===== config.mk =====
export PLATFORM = sky130hd
export DESIGN_NAME = pcsw_top
export DESIGN_NICKNAME = d
export VERILOG_FILES = /design/src/pcsw_pkg.sv /design/src/pcsw_top.sv
export VERILOG_INCLUDE_DIRS = /design/src
export SDC_FILE = /design/constraint.sdc
export NUM_CORES = 1
export LEC_CHECK = 0
export BUFFER_PORTS_ARGS = -buffer_cell sky130_fd_sc_hd__buf_4
export CAP_MARGIN = 20
export CORE_MARGIN = 3
export CORE_UTILIZATION = 60
export DETAILED_ROUTE_END_ITERATION = 12
export GPL_ROUTABILITY_DRIVEN = 0
export GPL_TIMING_DRIVEN = 0
export PLACE_DENSITY = 0.86
export SLEW_MARGIN = 30
export SYNTH_ARGS = -nofsm -noshare
export SYNTH_HDL_FRONTEND = slang
export SYNTH_SLANG_ARGS = --single-unit

===== constraint.sdc =====
create_clock -name clock_i -period 4.3 [get_ports clock_i]
set_clock_uncertainty 0.15 [all_clocks]
set_input_delay 0 -clock clock_i [delete_from_list [all_inputs] [get_ports clock_i]]
set_output_delay 0 -clock clock_i [all_outputs]
set_load 0.03 [all_outputs]

===== src/pcsw_params.svh =====
`ifndef PCSW_PARAMS_SVH
`define PCSW_PARAMS_SVH

// Word offsets in pump RAM
`define PCSW_OFS_CARRIER_ON   9'h1f4
`define PCSW_OFS_CARRIER_OFF  9'h1f5
`define PCSW_OFS_EYE_LIMIT    9'h1f6
`define PCSW_OFS_LINE_CTL     9'h1f7
`define PCSW_OFS_MISC_CTL     9'h1f8

// Reset values; thresholds are 32767*10^(dBm/20)
`define PCSW_RST_CARRIER_ON   16'h00e8
`define PCSW_RST_CARRIER_OFF  16'h0082
`define PCSW_RST_EYE_LIMIT    16'h0400
`define PCSW_RST_LINE_CTL     16'h0000
`define PCSW_RST_MISC_CTL     16'h0000

// Miscellaneous control word fields
`define PCSW_BIT_GUARD_ON     9
`define PCSW_BIT_GUARD_PICK   8
`define PCSW_BIT_EYE_ALARM    4
`define PCSW_BIT_EQ_HOLD      3
`define PCSW_BIT_EQ_SPACING   2
`define PCSW_MISC_WR_MASK     16'hcf1c

// Line control and status word fields
`define PCSW_BIT_RETRAIN      11
`define PCSW_BIT_LINE_SEIZE   2
`define PCSW_LINE_WR_MASK     16'h0804

// Operating mode codes
`define PCSW_MODE_STANDBY     8'h00
`define PCSW_MODE_DIAL        8'h03
`define PCSW_MODE_V22BIS      8'h08
`define PCSW_MODE_V22         8'h09
`define PCSW_MODE_V22_ALT     8'h0b
`define PCSW_MODE_V21         8'h10
`define PCSW_MODE_FSK_ALT     8'h11
`define PCSW_MODE_V23_FWD     8'h13
`define PCSW_MODE_V23_REV     8'h14

// Guard tone frequencies in Hz
`define PCSW_GUARD_LOW_HZ     11'd550
`define PCSW_GUARD_HIGH_HZ    11'd1800

`endif


===== src/pcsw_pkg.sv =====
package pcsw_pkg;

    typedef logic [15:0] pcsw_word_t;

    // Retrain sequencing
    typedef enum logic [0:0] {
        PCSW_IDLE  = 1'b0,
        PCSW_TRAIN = 1'b1
    } pcsw_train_e;

endpackage : pcsw_pkg


===== src/pcsw_top.sv =====
`timescale 1ns/1ps
`include "pcsw_params.svh"

module pcsw_top (
    // Clock and reset
    input  wire logic        clock_i,
    input  wire logic        rst_i,
    // Indirect word access from the host port
    input  wire logic [8:0]  host_addr_i,
    input  wire logic [15:0] host_wdata_i,
    input  wire logic        host_wr_i,
    input  wire logic        host_rd_i,
    output logic      [15:0] host_rdata_o,
    // Operating mode selection
    input  wire logic [7:0]  mode_i,
    input  wire logic        mode_wr_i,
    // Pump datapath status
    input  wire logic        baud_tick_i,
    input  wire logic [15:0] line_energy_i,
    input  wire logic [15:0] eye_quality_level_i,
    input  wire logic        link_up_i,
    input  wire logic        retrain_done_i,
    // Pump datapath controls
    output logic             guard_tone_en_o,
    output logic      [10:0] guard_tone_hz_o,
    output logic             equalizer_hold_o,
    output logic             equalizer_clear_o,
    output logic             half_spaced_o,
    output logic             retrain_start_o,
    output logic             carrier_present_o,
    output logic             eye_quality_alarm_o,
    output logic             line_relay_n_o
);

    // V.22 family modes
    function automatic logic is_v22_family(input logic [7:0] m);
        is_v22_family = (m == `PCSW_MODE_V22BIS) || (m == `PCSW_MODE_V22) ||
                        (m == `PCSW_MODE_V22_ALT);
    endfunction : is_v22_family

    // Any data mode
    function automatic logic is_data_mode(input logic [7:0] m);
        is_data_mode = is_v22_family(m) || (m == `PCSW_MODE_V21) ||
                       (m == `PCSW_MODE_FSK_ALT) ||
                       (m == `PCSW_MODE_V23_FWD) ||
                       (m == `PCSW_MODE_V23_REV);
    endfunction : is_data_mode

    // Host write strobe for one offset
    function automatic logic wr_hit(input logic [8:0] ofs);
        wr_hit = host_wr_i && (host_addr_i == ofs);
    endfunction : wr_hit

    pcsw_pkg::pcsw_word_t  carrier_on_level;
    pcsw_pkg::pcsw_word_t  carrier_off_level;
    pcsw_pkg::pcsw_word_t  eye_quality_limit;
    pcsw_pkg::pcsw_word_t  line_control_status;
    pcsw_pkg::pcsw_word_t  pump_misc_control;
    pcsw_pkg::pcsw_word_t  on_level_act;
    pcsw_pkg::pcsw_word_t  off_level_act;
    pcsw_pkg::pcsw_word_t  eye_limit_act;
    pcsw_pkg::pcsw_train_e train_state;
    logic [7:0]            mode;
    logic                  carrier_present;
    logic                  mode_change;
    logic                  data_sel;
    logic                  start_train;
    logic                  eye_over;

    // Mode write decode
    assign mode_change = mode_wr_i && (mode_i != mode);
    assign data_sel    = mode_wr_i && is_data_mode(mode_i);

    // Retrain allowed only on an established V.22bis link
    assign start_train = line_control_status[`PCSW_BIT_RETRAIN] &&
                         (mode == `PCSW_MODE_V22BIS) && link_up_i &&
                         (train_state == pcsw_pkg::PCSW_IDLE);

    // Eye quality over limit in V.22 family data
    assign eye_over = is_v22_family(mode) &&
                      (eye_quality_level_i > eye_limit_act);

    // Current operating mode
    always_ff @(posedge clock_i) begin
        if (rst_i) begin
            mode <= `PCSW_MODE_STANDBY;
        end else if (mode_wr_i) begin
            mode <= mode_i;
        end
    end

    // Threshold words as written by the host
    always_ff @(posedge clock_i) begin
        if (rst_i) begin
            carrier_on_level  <= `PCSW_RST_CARRIER_ON;
            carrier_off_level <= `PCSW_RST_CARRIER_OFF;
            eye_quality_limit <= `PCSW_RST_EYE_LIMIT;
        end else begin
            if (wr_hit(`PCSW_OFS_CARRIER_ON)) begin
                carrier_on_level <= host_wdata_i;
            end
            if (wr_hit(`PCSW_OFS_CARRIER_OFF)) begin
                carrier_off_level <= host_wdata_i;
            end
            if (wr_hit(`PCSW_OFS_EYE_LIMIT)) begin
                eye_quality_limit <= host_wdata_i;
            end
        end
    end

    // Working copies, loaded at the end of each baud period
    always_ff @(posedge clock_i) begin
        if (rst_i) begin
            on_level_act  <= `PCSW_RST_CARRIER_ON;
            off_level_act <= `PCSW_RST_CARRIER_OFF;
            eye_limit_act <= `PCSW_RST_EYE_LIMIT;
        end else if (baud_tick_i) begin
            on_level_act  <= carrier_on_level;
            off_level_act <= carrier_off_level;
            eye_limit_act <= eye_quality_limit;
        end
    end

    // Miscellaneous control word; alarm set beats host clear
    always_ff @(posedge clock_i) begin
        if (rst_i) begin
            pump_misc_control <= `PCSW_RST_MISC_CTL;
        end else begin
            if (wr_hit(`PCSW_OFS_MISC_CTL)) begin
                pump_misc_control <= host_wdata_i & `PCSW_MISC_WR_MASK;
            end
            if (eye_over) begin
                pump_misc_control[`PCSW_BIT_EYE_ALARM] <= 1'b1;
            end
        end
    end

    // Line control word: retrain and line seize bits
    always_ff @(posedge clock_i) begin
        if (rst_i) begin
            line_control_status <= `PCSW_RST_LINE_CTL;
        end else begin
            if (wr_hit(`PCSW_OFS_LINE_CTL)) begin
                line_control_status <= host_wdata_i & `PCSW_LINE_WR_MASK;
            end
            if (start_train || data_sel) begin
                line_control_status[`PCSW_BIT_RETRAIN] <= 1'b0;
            end
            if (data_sel || (mode_wr_i && mode_i == `PCSW_MODE_DIAL)) begin
                line_control_status[`PCSW_BIT_LINE_SEIZE] <= 1'b1;
            end
        end
    end

    // Retrain sequencing
    always_ff @(posedge clock_i) begin
        if (rst_i) begin
            train_state <= pcsw_pkg::PCSW_IDLE;
        end else begin
            case (train_state)
                pcsw_pkg::PCSW_IDLE: begin
                    if (start_train) begin
                        train_state <= pcsw_pkg::PCSW_TRAIN;
                    end
                end
                pcsw_pkg::PCSW_TRAIN: begin
                    if (retrain_done_i || mode_wr_i) begin
                        train_state <= pcsw_pkg::PCSW_IDLE;
                    end
                end
                default: begin
                    train_state <= pcsw_pkg::PCSW_IDLE;
                end
            endcase
        end
    end

    // Carrier flag with hysteresis and retrain override
    always_ff @(posedge clock_i) begin
        if (rst_i) begin
            carrier_present <= 1'b0;
        end else if (start_train) begin
            carrier_present <= 1'b0;
        end else if (train_state == pcsw_pkg::PCSW_TRAIN) begin
            if (retrain_done_i) begin
                carrier_present <= 1'b1;
            end
        end else if (carrier_present) begin
            if (line_energy_i < off_level_act) begin
                carrier_present <= 1'b0;
            end
        end else if (line_energy_i > on_level_act) begin
            carrier_present <= 1'b1;
        end
    end

    // Registered one-cycle pulses toward the datapath
    always_ff @(posedge clock_i) begin
        if (rst_i) begin
            equalizer_clear_o <= 1'b0;
            retrain_start_o   <= 1'b0;
        end else begin
            equalizer_clear_o <= mode_change;
            retrain_start_o   <= start_train;
        end
    end

    // Host read data, one cycle after the strobe
    always_ff @(posedge clock_i) begin
        if (rst_i) begin
            host_rdata_o <= 16'h0000;
        end else if (host_rd_i) begin
            case (host_addr_i)
                `PCSW_OFS_CARRIER_ON:  host_rdata_o <= carrier_on_level;
                `PCSW_OFS_CARRIER_OFF: host_rdata_o <= carrier_off_level;
                `PCSW_OFS_EYE_LIMIT:   host_rdata_o <= eye_quality_limit;
                `PCSW_OFS_LINE_CTL:    host_rdata_o <= line_control_status;
                `PCSW_OFS_MISC_CTL:    host_rdata_o <= pump_misc_control;
                default:               host_rdata_o <= 16'h0000;
            endcase
        end
    end

    // Datapath control outputs
    assign guard_tone_en_o = pump_misc_control[`PCSW_BIT_GUARD_ON] &&
                             is_v22_family(mode);
    assign guard_tone_hz_o = pump_misc_control[`PCSW_BIT_GUARD_PICK] ?
                             `PCSW_GUARD_HIGH_HZ :
                             `PCSW_GUARD_LOW_HZ;
    assign equalizer_hold_o = pump_misc_control[`PCSW_BIT_EQ_HOLD];
    assign half_spaced_o   = !pump_misc_control[`PCSW_BIT_EQ_SPACING] ||
                             is_v22_family(mode);
    assign carrier_present_o   = carrier_present;
    assign eye_quality_alarm_o = pump_misc_control[`PCSW_BIT_EYE_ALARM];
    assign line_relay_n_o = ~line_control_status[`PCSW_BIT_LINE_SEIZE];

    // Checks
    a_guard_tone_gate: assert property (
        @(posedge clock_i) disable iff (rst_i)
        guard_tone_en_o |-> (pump_misc_control[`PCSW_BIT_GUARD_ON] &&
                             is_v22_family(mode)))
        else $error("guard tone on outside V.22 family or while disabled");

    a_guard_tone_freq: assert property (
        @(posedge clock_i) disable iff (rst_i)
        guard_tone_hz_o == (pump_misc_control[`PCSW_BIT_GUARD_PICK] ?
                            11'd1800 : 11'd550))
        else $error("guard tone frequency mismatch");

    a_eye_alarm_set: assert property (
        @(posedge clock_i) disable iff (rst_i)
        (is_v22_family(mode) && eye_quality_level_i > eye_limit_act)
        |=> eye_quality_alarm_o)
        else $error("eye alarm not raised on excess level");

    a_eye_limit_load: assert property (
        @(posedge clock_i) disable iff (rst_i)
        baud_tick_i |=> eye_limit_act == $past(eye_quality_limit))
        else $error("eye limit not loaded at baud end");

    a_eq_hold_follow: assert property (
        @(posedge clock_i) disable iff (rst_i)
        equalizer_hold_o == pump_misc_control[3])
        else $error("equalizer hold does not track its bit");

    a_eq_clear_mode: assert property (
        @(posedge clock_i) disable iff (rst_i)
        (mode_wr_i && mode_i != mode) |=> equalizer_clear_o)
        else $error("no coefficient clear after mode change");

    a_half_spacing: assert property (
        @(posedge clock_i) disable iff (rst_i)
        is_v22_family(mode) |-> half_spaced_o)
        else $error("V.22 family not half-spaced");

    a_retrain_only_v22bis: assert property (
        @(posedge clock_i) disable iff (rst_i)
        $rose(retrain_start_o) |-> $past(mode == 8'h08 && link_up_i))
        else $error("retrain started without V.22bis link");

    a_carrier_retrain: assert property (
        @(posedge clock_i) disable iff (rst_i)
        start_train |=> !carrier_present_o &&
                        train_state == pcsw_pkg::PCSW_TRAIN)
        else $error("carrier flag not dropped at retrain start");

    a_carrier_restore: assert property (
        @(posedge clock_i) disable iff (rst_i)
        (train_state == pcsw_pkg::PCSW_TRAIN && retrain_done_i && !mode_wr_i)
        |=> carrier_present_o && train_state == pcsw_pkg::PCSW_IDLE)
        else $error("carrier flag not restored after retrain");

    a_retrain_clear: assert property (
        @(posedge clock_i) disable iff (rst_i)
        (start_train || data_sel) |=> !line_control_status[11])
        else $error("retrain bit not self-cleared");

    a_relay_inverse: assert property (
        @(posedge clock_i) disable iff (rst_i)
        line_relay_n_o != line_control_status[2])
        else $error("relay pin not inverse of seize bit");

    a_seize_on_mode: assert property (
        @(posedge clock_i) disable iff (rst_i)
        (mode_wr_i && (mode_i == 8'h03 || is_data_mode(mode_i)))
        |=> !line_relay_n_o)
        else $error("line not seized on dial or data mode");

    a_carrier_off: assert property (
        @(posedge clock_i) disable iff (rst_i)
        (carrier_present && train_state == pcsw_pkg::PCSW_IDLE &&
         line_energy_i < off_level_act) |=> !carrier_present_o)
        else $error("carrier flag kept below off threshold");

    a_carrier_on: assert property (
        @(posedge clock_i) disable iff (rst_i)
        (!carrier_present && !start_train &&
         train_state == pcsw_pkg::PCSW_IDLE &&
         line_energy_i > on_level_act) |=> carrier_present_o)
        else $error("carrier flag not set above on threshold");

    a_threshold_hold: assert property (
        @(posedge clock_i) disable iff (rst_i)
        !baud_tick_i |=> $stable(on_level_act) && $stable(off_level_act))
        else $error("threshold changed between baud ends");

    a_reset_values: assert property (
        @(posedge clock_i)
        $past(rst_i) |-> (line_control_status == 16'h0000 &&
                          carrier_on_level == 16'h00e8 &&
                          carrier_off_level == 16'h0082 &&
                          eye_quality_limit == 16'h0400))
        else $error("reset values not restored");

endmodule : pcsw_top


## Word level (Yosys, flattened, before mapping)

Index checks and enable logic that the tools add are counted.

- Register bits after elaboration: 135
- Input bits: 73
- Output and inout bits: 35

- Order comparisons: 3
- Eq/ne operators: 18
- Mux-type cells: 14
- Bitwise gates (word level): 2
- Reduce and logical (&&, ||, !) cells: 30

Operator list:

| kind | number |
|---|---|
| $pmux W16 S5 | 1 |
| $eq A8 B4 Y1 const B | 6 |
| $eq A9 B9 Y1 const B | 5 |
| $eq A8 B5 Y1 const B | 4 |
| $gt A16 B16 Y1 | 2 |
| $lt A16 B16 Y1 | 1 |
| $logic_and A1 B1 Y1 | 13 |
| $logic_or A1 B1 Y1 | 12 |
| $mux W11 | 1 |
| $mux W1 | 9 |
| $eq A8 B2 Y1 const B | 1 |
| $ne A8 B8 Y1 | 1 |
| $mux W5 | 1 |
| $reduce_bool A2 Y1 | 2 |
| $reduce_or A2 Y1 | 2 |
| $mux W3 | 1 |
| $ne A2 B2 Y1 const B | 1 |
| $not A1 Y1 | 2 |
| $pmux W1 S2 | 1 |
| $logic_not A1 Y1 | 1 |

## Logic depth before layout (Yosys ltp)

Gate-level depths: netlist of run 1.

- Depth after elaboration: 10
- Gate-level depth with buffers: 9
- Gate-level depth less buffers: 7

## Least setup slack after synthesis of run 1

OpenSTA, ideal clock, no wires.

- Path type: input -> register
- Start point: input port host_addr_i[2]
- End point: register eye_quality_limit[10]
- Arrival: 1.495 ns
- Required time: 4.017 ns
- Slack: 2.521 ns
- Stages: 7
- Path buffers: 2
- Cell sequence: or2b_1 > or4_4 > or3b_1 > buf_2 > buf_6 > nand2_2 > nand3_2

- Cells in the longest elaborated chain, start to end: 2

Ends and longest elaborated chain:

| element | RTL line | source |
|---|---|---|
| start: declaration | pcsw_top.sv:9 | `input wire logic [8:0] host_addr_i,` |
| $eq A9 B9 Y1 | pcsw_top.sv:51 | `wr_hit = host_wr_i && (host_addr_i == ofs);` |
| $logic_and A1 B1 Y1 | pcsw_top.sv:51 |  |
| end signal: assignment | pcsw_top.sv:97 | `` eye_quality_limit <= `PCSW_RST_EYE_LIMIT; `` |
| end signal: assignment | pcsw_top.sv:106 | `eye_quality_limit <= host_wdata_i;` |
| end: declaration | pcsw_top.sv:56 | `pcsw_pkg::pcsw_word_t eye_quality_limit;` |

Every way passes these cells.
A chain may end at the register's enable or synchronous reset.

## Worst setup path after layout of run 1

- Start point: input port host_addr_i[4]
- End point: register pump_misc_control[4]

- Cells in the longest elaborated chain, start to end: 3

Ends and longest elaborated chain:

| element | RTL line | source |
|---|---|---|
| $eq A9 B9 Y1 | pcsw_top.sv:51 |  |
| $logic_and A1 B1 Y1 | pcsw_top.sv:51 |  |
| $reduce_bool A2 Y1 (no source line) | -- |  |
| end signal: assignment | pcsw_top.sv:127 | `` pump_misc_control <= `PCSW_RST_MISC_CTL; `` |
| end signal: assignment | pcsw_top.sv:130 | `` pump_misc_control <= host_wdata_i & `PCSW_MISC_WR_MASK; `` |
| end: declaration | pcsw_top.sv:58 | `pcsw_pkg::pcsw_word_t pump_misc_control;` |

Every way passes these cells.

==> reports/metrics.yaml, run 1 <==
route.detailed.drc: 0
fmax_ghz: 0.352
initial_core_util: 0.626
hpwl_mm: 14.3
num_rows: 37
cts_root_buf: "clkbuf_8"
post_cts_buffers: 0
hold_path_depth: 3
whs_endpoint: "off_level_act[7]$_SDFFE_PP1P_"
n_fill_cell: 556
postSynthAreaPerCell_sq_um: 8.72
worst_path_max_delay_cell: "nor4_2"
nets: 1039
wl_met1_mm: 7.98
rrSetupSlack_ns: 1.74
cts_tree: "done"
highest_layer: "met5"
dr_wl_met3_mm: 2.35
area_growth_pct: 30.6
crit_top_cell: "dlygate4sd3_1"
ys.flop_type: "dfxtp_1"
path_class: "primary input to flip-flop"
vias_per_cell: 6.30
drtIter0Drc: 899
status: "complete, no violations"
grt_use_total: 0.350
synthesis.area_sq_um: 6580
first_global_vias: 6846
clock_latency_ns: 0.53
antenna_found_initial: 0
grt-ovfl-total: 0
cts_buffers: 17
drt_first_pass_iters: 8
synth.largest_area_cell: "dfxtp_1"
cap_violations: 0
numPortBuffers: 99
antennaDiodeCount: 0
core_area_sq_um: 10500
path_clk_slew_ns: 0.06
cellPowerDensity_nw_per_um2: 369
syn_inst: 754
htreeDepth: 4
finalCritPeriodShare: 0.660
r2r_start: "on_level_act[15]$_SDFFE_PP0P_"
layout_common_cells: "135 x dfxtp_1, 115 x nand2_1, 109 x buf_4, 69 x nor2_1, 61 x a21oi_1"
slew_viol_final: 0
grt_start_max_net_pins: 17
start_kind: "primary input"
ys_types: 61
met2WireLength_mm: 10.6
power_mw: 3.17
die_area_sq_um: 12300
synth_edf_count: 0
final_common_cell: "dfxtp_1"
min_path_type: "primary input to flip-flop"
crit_fanout: 9
ys_warn_count: 0
synth_top_area_share: 0.411
fin_crit_ns: 2.84
setup-tns-final_ns: 0
endpoint_kind: "flip-flop"
vias: 6714
clkSinkCount: 135
fin_util: 0.817
slowest_delay_ns: 0.72
reg2reg_depth: 8
rr_endpoint: "carrier_present_o$_SDFFE_PP0P_"
synth-seq-cells: 135
worstPathArrival_ns: 3.08
vdd_drop_max_v: 0.000248
p_leak_nw: 3.61
min_from: "rst_i"
yosysSeqAreaShare: 0.411
synth_area_leaders: "dfxtp_1 41%, mux2i_1 9.1%, ha_1 8.9%"
setup_violations: 0
timing.slew.headroom: 0.373
final_antenna_net_count: 0
hold_viol: 0
pin_count: 108
drive_gt1_frac: 0.172
grt_pass1_wl_mm: 34.8
die_width_microns: 111
async_reset_ff_frac: 0
grt_setup_unrepaired: "false"
clockBufferDepth: 2
die_y_microns: 111
worstPathRequired_ns: 4.54
drt-total-wl_mm: 22.1
avgRoutedWirePerCell_microns: 20.7
cp_cell_sequence: "dlygate4sd3_1 -> buf_4 -> nand4_4 -> dlygate4sd3_1 -> nor4_2 -> nand3_1 -> clkbuf_1 -> mux2i_1 -> a21oi_1"
worst_pin_slew_ns: 0.933
## layout make-up
cell class | count | area [sq um] | area share
buffer | 48 | 234 | 0.0273
clock buffer | 17 | 414 | 0.0482
clock inverter | 13 | 230 | 0.0268
inverter | 53 | 199 | 0.0232
multi-input combinational | 521 | 3450 | 0.402
sequential | 135 | 2700 | 0.315
tap | 136 | 170 | 0.0198
timing repair buffer | 143 | 1180 | 0.138
## cells in the mapped netlist, types with 4 or more instances
| master | instances |
|---|---|
| nand3_1 | 14 |
| mux2i_1 | 60 |
| nand2b_1 | 6 |
| nor2_1 | 69 |
| inv_1 | 51 |
| a21oi_1 | 61 |
| buf_4 | 10 |
| a22oi_1 | 27 |
| clkbuf_1 | 26 |
| buf_2 | 7 |
| ha_1 | 47 |
| nand4_1 | 10 |
| nor2b_1 | 5 |
| a22o_1 | 9 |
| o211ai_1 | 9 |
| o21ai_0 | 20 |
| buf_1 | 4 |
| nand2_1 | 115 |
| xnor2_1 | 8 |
| dfxtp_1 | 135 |
## layer usage
metal / up-vias / global-route usage
met1: 3100 / 0.401
li1: 2927 / -
met2: 534 / 0.604
met5: - / 0.0250
met4: 2 / 0.163
met3: 151 / 0.0939
## kinds of logic (layout without fill, tap and decap cells)
logic type,after synthesis,after routing,synth area share
other cells,2,5,0.00114
fa+ha+maj,47,47,0.0894
xor+xnor,9,9,0.0120
buf+inv,101,274,0.0658
mux,62,62,0.0982
simple gates,252,252,0.182
flops,135,135,0.411
compound gates,146,146,0.140
## power by group
group | switching [mW] | leakage (nW) | internal, mW | total [mW]
Sequential | 0.00824 | 1.09 | 1.26 | 1.27
Combinational | 0.154 | 2.21 | 0.133 | 0.287
Clock | 0.563 | 0.306 | 1.05 | 1.61
## critical path: cells and delay by family
family	cells	cell delay [ns]
AO/OA/AOI/OAI	1	0.10
buffers and inverters	4	1.72
AND/OR/NAND/NOR	3	0.95
multiplexers	1	0.31
## per-stage QoR
step | setup slack (ns) | area [sq um] | std cells | hold WS, ns
2_1_floorplan | 2.52 | 6590 | 757 | -0.0258
3_3_place_gp | 2.22 | 7500 | 992 | 0.100
3_5_place_dp | 2.15 | 7500 | 992 | 0.100
4_1_cts | 1.60 | 8580 | 1066 | 0.0157
5_1_grt | 1.44 | 8580 | 1066 | 0.0503
6_report | 1.46 | 8580 | 1066 | 0.0369
## sequential cells by signal, summed over array words and instances, names as in the netlist
name	count
on_level_act	16
equalizer_clear_o	1
off_level_act	16
eye_quality_limit	16
host_rdata_o	16
retrain_start_o	1
line_control_status	2
train_state	1
carrier_present_o	1
pump_misc_control	9
carrier_off_level	16
eye_limit_act	16
carrier_on_level	16
mode	8
## worst max-delay path by stage
stage                   start                                  to  depth (start not counted)
5_1_grt        host_addr_i[4]   pump_misc_control[4]$_SDFFE_PP0P_                          9
3_5_place_dp   host_addr_i[8]   pump_misc_control[4]$_SDFFE_PP0P_                          7
3_3_place_gp   host_addr_i[8]   pump_misc_control[4]$_SDFFE_PP0P_                          7
6_report       host_addr_i[4]   pump_misc_control[4]$_SDFFE_PP0P_                          9
2_1_floorplan  host_addr_i[2]  eye_quality_limit[10]$_SDFFE_PP1P_                          7
4_1_cts        host_addr_i[4]   pump_misc_control[4]$_SDFFE_PP0P_                          9
## timing repair
item,4_1_cts,5_1_grt
endpoints found under the hold margin,87,0
hold buffers,44,0
endpoints found under the setup margin,0,0
gates resized for setup,0,0
Power figures use the tool's default switching activity.
==> run 2, diff against run 1 <==
CORE_UTILIZATION = 57   (was 60)
PLACE_DENSITY = 0.83   (was 0.86)
clock period = 2.92 ns   (was 4.3 ns; I/O delays follow)
==> run 2 against run 1 <==
Effect of this change:
- first-iteration DRC count is 14% lower
- core utilization down 5.2 points
- die area grew 5.0%
- global-route usage is 4.0 points lower
- final cell count is essentially flat
- routed wire length fell by 9.4%
- non-clock buffer count is 7 lower
- largest power group unchanged
==> reports/metrics.yaml, run 2 (synthesis gave the netlist of run 1 again) <==
placed_cells: 996  # was 992
timing.slew.headroom: 0.366  # was 0.373
r2r_start: "train_state$_SDFF_PP0_"  # was on_level_act[15]$_SDFFE_PP0P_
fin_cells: 1065  # was 1,066
drt_first_pass_iters: 6  # was 8
rrSetupSlack_ns: 0.59  # was 1.74 ns
nets: 1032  # was 1,039
htreeDepth: 4  # unchanged
antennaDiodeCount: 0  # unchanged
hpwl_mm: 13.9  # was 14.3 mm
path_class: "primary input to flip-flop"  # unchanged
slowest_delay_ns: 0.55  # was 0.72 ns
antenna_found_initial: 0  # unchanged
setup-tns-final_ns: 0  # unchanged
die_y_microns: 113  # was 111 microns
start_kind: "primary input"  # unchanged
die_area_sq_um: 12900  # was 12,300 sq um
clockBufferDepth: 2  # unchanged
vdd_drop_max_v: 0.000396  # was 0.000248 V
min_path_type: "primary input to flip-flop"  # unchanged
avgRoutedWirePerCell_microns: 18.8  # was 20.7 microns
grt_setup_unrepaired: "false"  # unchanged
path_clk_slew_ns: 0.06  # about the same
crit_top_cell: "buf_2"  # was dlygate4sd3_1
drt-total-wl_mm: 20.0  # was 22.1 mm
clkSinkCount: 135  # unchanged
initial_core_util: 0.594  # was 0.626
grt_pass1_wl_mm: 32.0  # was 34.8 mm
final_area_sq_um: 8470  # was 8580 sq um
hold_viol: 0  # unchanged
clock_latency_ns: 0.42  # was 0.53 ns
fmax_ghz: 0.401
num_rows: 38  # was 37
whs_endpoint: "host_rdata_o[2]$_SDFFE_PP0P_"  # was off_level_act[7]$_SDFFE_PP1P_
numPortBuffers: 99  # unchanged
worstPathArrival_ns: 2.67  # was 3.08 ns
drive_gt1_frac: 0.175  # was 0.172
grt-ovfl-total: 0  # unchanged
slew_viol_final: 0  # unchanged
fin_crit_ns: 2.50
n_fill_cell: 717  # was 556
worstPathRequired_ns: 3.10  # was 4.54 ns
status: "complete, no violations"  # unchanged
cts_tree: "done"  # unchanged
rr_endpoint: "train_state$_SDFF_PP0_"  # was carrier_present_o$_SDFFE_PP0P_
worst_pin_slew_ns: 0.950  # was 0.933 ns
post_cts_buffers: 0  # unchanged
hold_path_depth: 5  # was 3
grt_start_max_net_pins: 17  # unchanged
pin_count: 108  # unchanged
vias: 6409  # was 6,714
area_growth_pct: 28.9  # was 30.6%
setup_violations: 0  # unchanged
worst_path_max_delay_cell: "dlygate4sd3_1"  # was nor4_2
final_antenna_net_count: 0  # unchanged
vias_per_cell: 6.02  # was 6.30
finalCritPeriodShare: 0.855
layout_common_cells: "135 x dfxtp_1, 115 x nand2_1, 109 x buf_4, 69 x nor2_1, 61 x a21oi_1"  # unchanged
drtIter0Drc: 770  # was 899
first_global_vias: 6648  # was 6,846
hold_ws_ns: 0.0360  # was 0.0369 ns
cap_violations: 0  # unchanged
placed_area_sq_um: 7500  # about the same
final-seq-area_sq_um: 2700  # unchanged
crit_fanout: 10  # was 9
cts_hold_buf: 37  # was 44
route.detailed.drc: 0  # unchanged
reg2reg_depth: 4  # was 8
endpoint_kind: "flip-flop"  # unchanged
power_mw: 4.44  # was 3.17 mW
cts_root_buf: "clkbuf_16"  # was clkbuf_8
cts_resized: 0  # unchanged
core_area_sq_um: 11100  # was 10,500 sq um
cts_buffers: 17  # unchanged
cp_cell_sequence: "dlygate4sd3_1 -> buf_2 -> nor2_1 -> nor4bb_1 -> buf_2 -> and2_1 -> clkbuf_1 -> buf_2 -> nand2_1 -> a21oi_1"  # was dlygate4sd3_1 -> buf_4 -> nand4_4 -> dlygate4sd3_1 -> nor4_2 -> nand3_1 -> clkbuf_1 -> mux2i_1 -> a21oi_1
final_common_cell: "dfxtp_1"  # unchanged
die_width_microns: 113  # was 111 microns
p_leak_nw: 3.56  # was 3.61 nW
multi_input_area_sq_um: 3450  # unchanged
min_from: "host_addr_i[8]"  # was rst_i
cellPowerDensity_nw_per_um2: 523  # was 369 nW/um^2
grt_use_total: 0.310  # was 0.350
==> run 2: cell types whose count changed in the layout (fill, tap and decap cells not counted) <==
cell and delta:
dlygate4sd3_1 -7, inv_6 +3, clkbuf_16 +1, clkinv_4 +2, clkbuf_8 +1, bufinv_16 -4
clkinvlp_4 -1
==> run 2: routing by layer <==
| metal | GRT usage | part of all wire |
|---|---|---|
| met5 | 0 | 0 |
| met4 | 0.151 | 0.037 |
| met3 | 0.0716 | 0.085 |
| met2 | 0.525 | 0.48 |
| met1 | 0.372 | 0.40 |
==> run 2: worst max path at each step <==
stage | start | to | slack [ns] | cells past startpoint
after detailed placement | host_addr_i[8] | pump_misc_control[4]$_SDFFE_PP0P_ | 0.79 | 7
after CTS | train_state$_SDFF_PP0_ | train_state$_SDFF_PP0_ | 0.60 | 4
after global placement | host_addr_i[8] | pump_misc_control[4]$_SDFFE_PP0P_ | 0.84 | 7
after global routing | host_addr_i[0] | carrier_on_level[12]$_SDFFE_PP0P_ | 0.39 | 10
final | host_addr_i[0] | carrier_on_level[12]$_SDFFE_PP0P_ | 0.42 | 10
after floorplan | host_addr_i[2] | eye_quality_limit[10]$_SDFFE_PP1P_ | 1.14 | 7
==> run 2: cell type report <==
class,count,share of cell area
Timing Repair Buffer,136,0.131
Buffer,48,0.0276
Tap cell,140,0.0207
Clock inverter,13,0.0173
Clock buffer,19,0.0534
Multi-Input combinational cell,521,0.407
Inverter,53,0.0235
Sequential cell,135,0.319
==> run 2: critical path: cells and delay by family <==
family                 cells  cell delay (ns)
AO/OA/AOI/OAI              1             0.18
AND/OR/NAND/NOR            4             0.76
buffers and inverters      5             1.73
==> run 2: power by group <==
| part | internal (mW) | leakage (nW) | switching (mW) | total [mW] |
|---|---|---|---|---|
| combinational | 0.192 | 2.18 | 0.221 | 0.413 |
| clock | 1.31 | 0.290 | 0.843 | 2.15 |
| sequential | 1.86 | 1.09 | 0.0112 | 1.87 |
| total | 3.36 | 3.56 | 1.08 | 4.44 |
==> run 2: through the flow <==
stage           util  worst slack, ns
4_1_cts        0.765            0.597
6_report       0.765            0.425
3_3_place_gp   0.677            0.840
2_1_floorplan      -             1.14
3_5_place_dp   0.677            0.792
5_1_grt        0.765            0.391
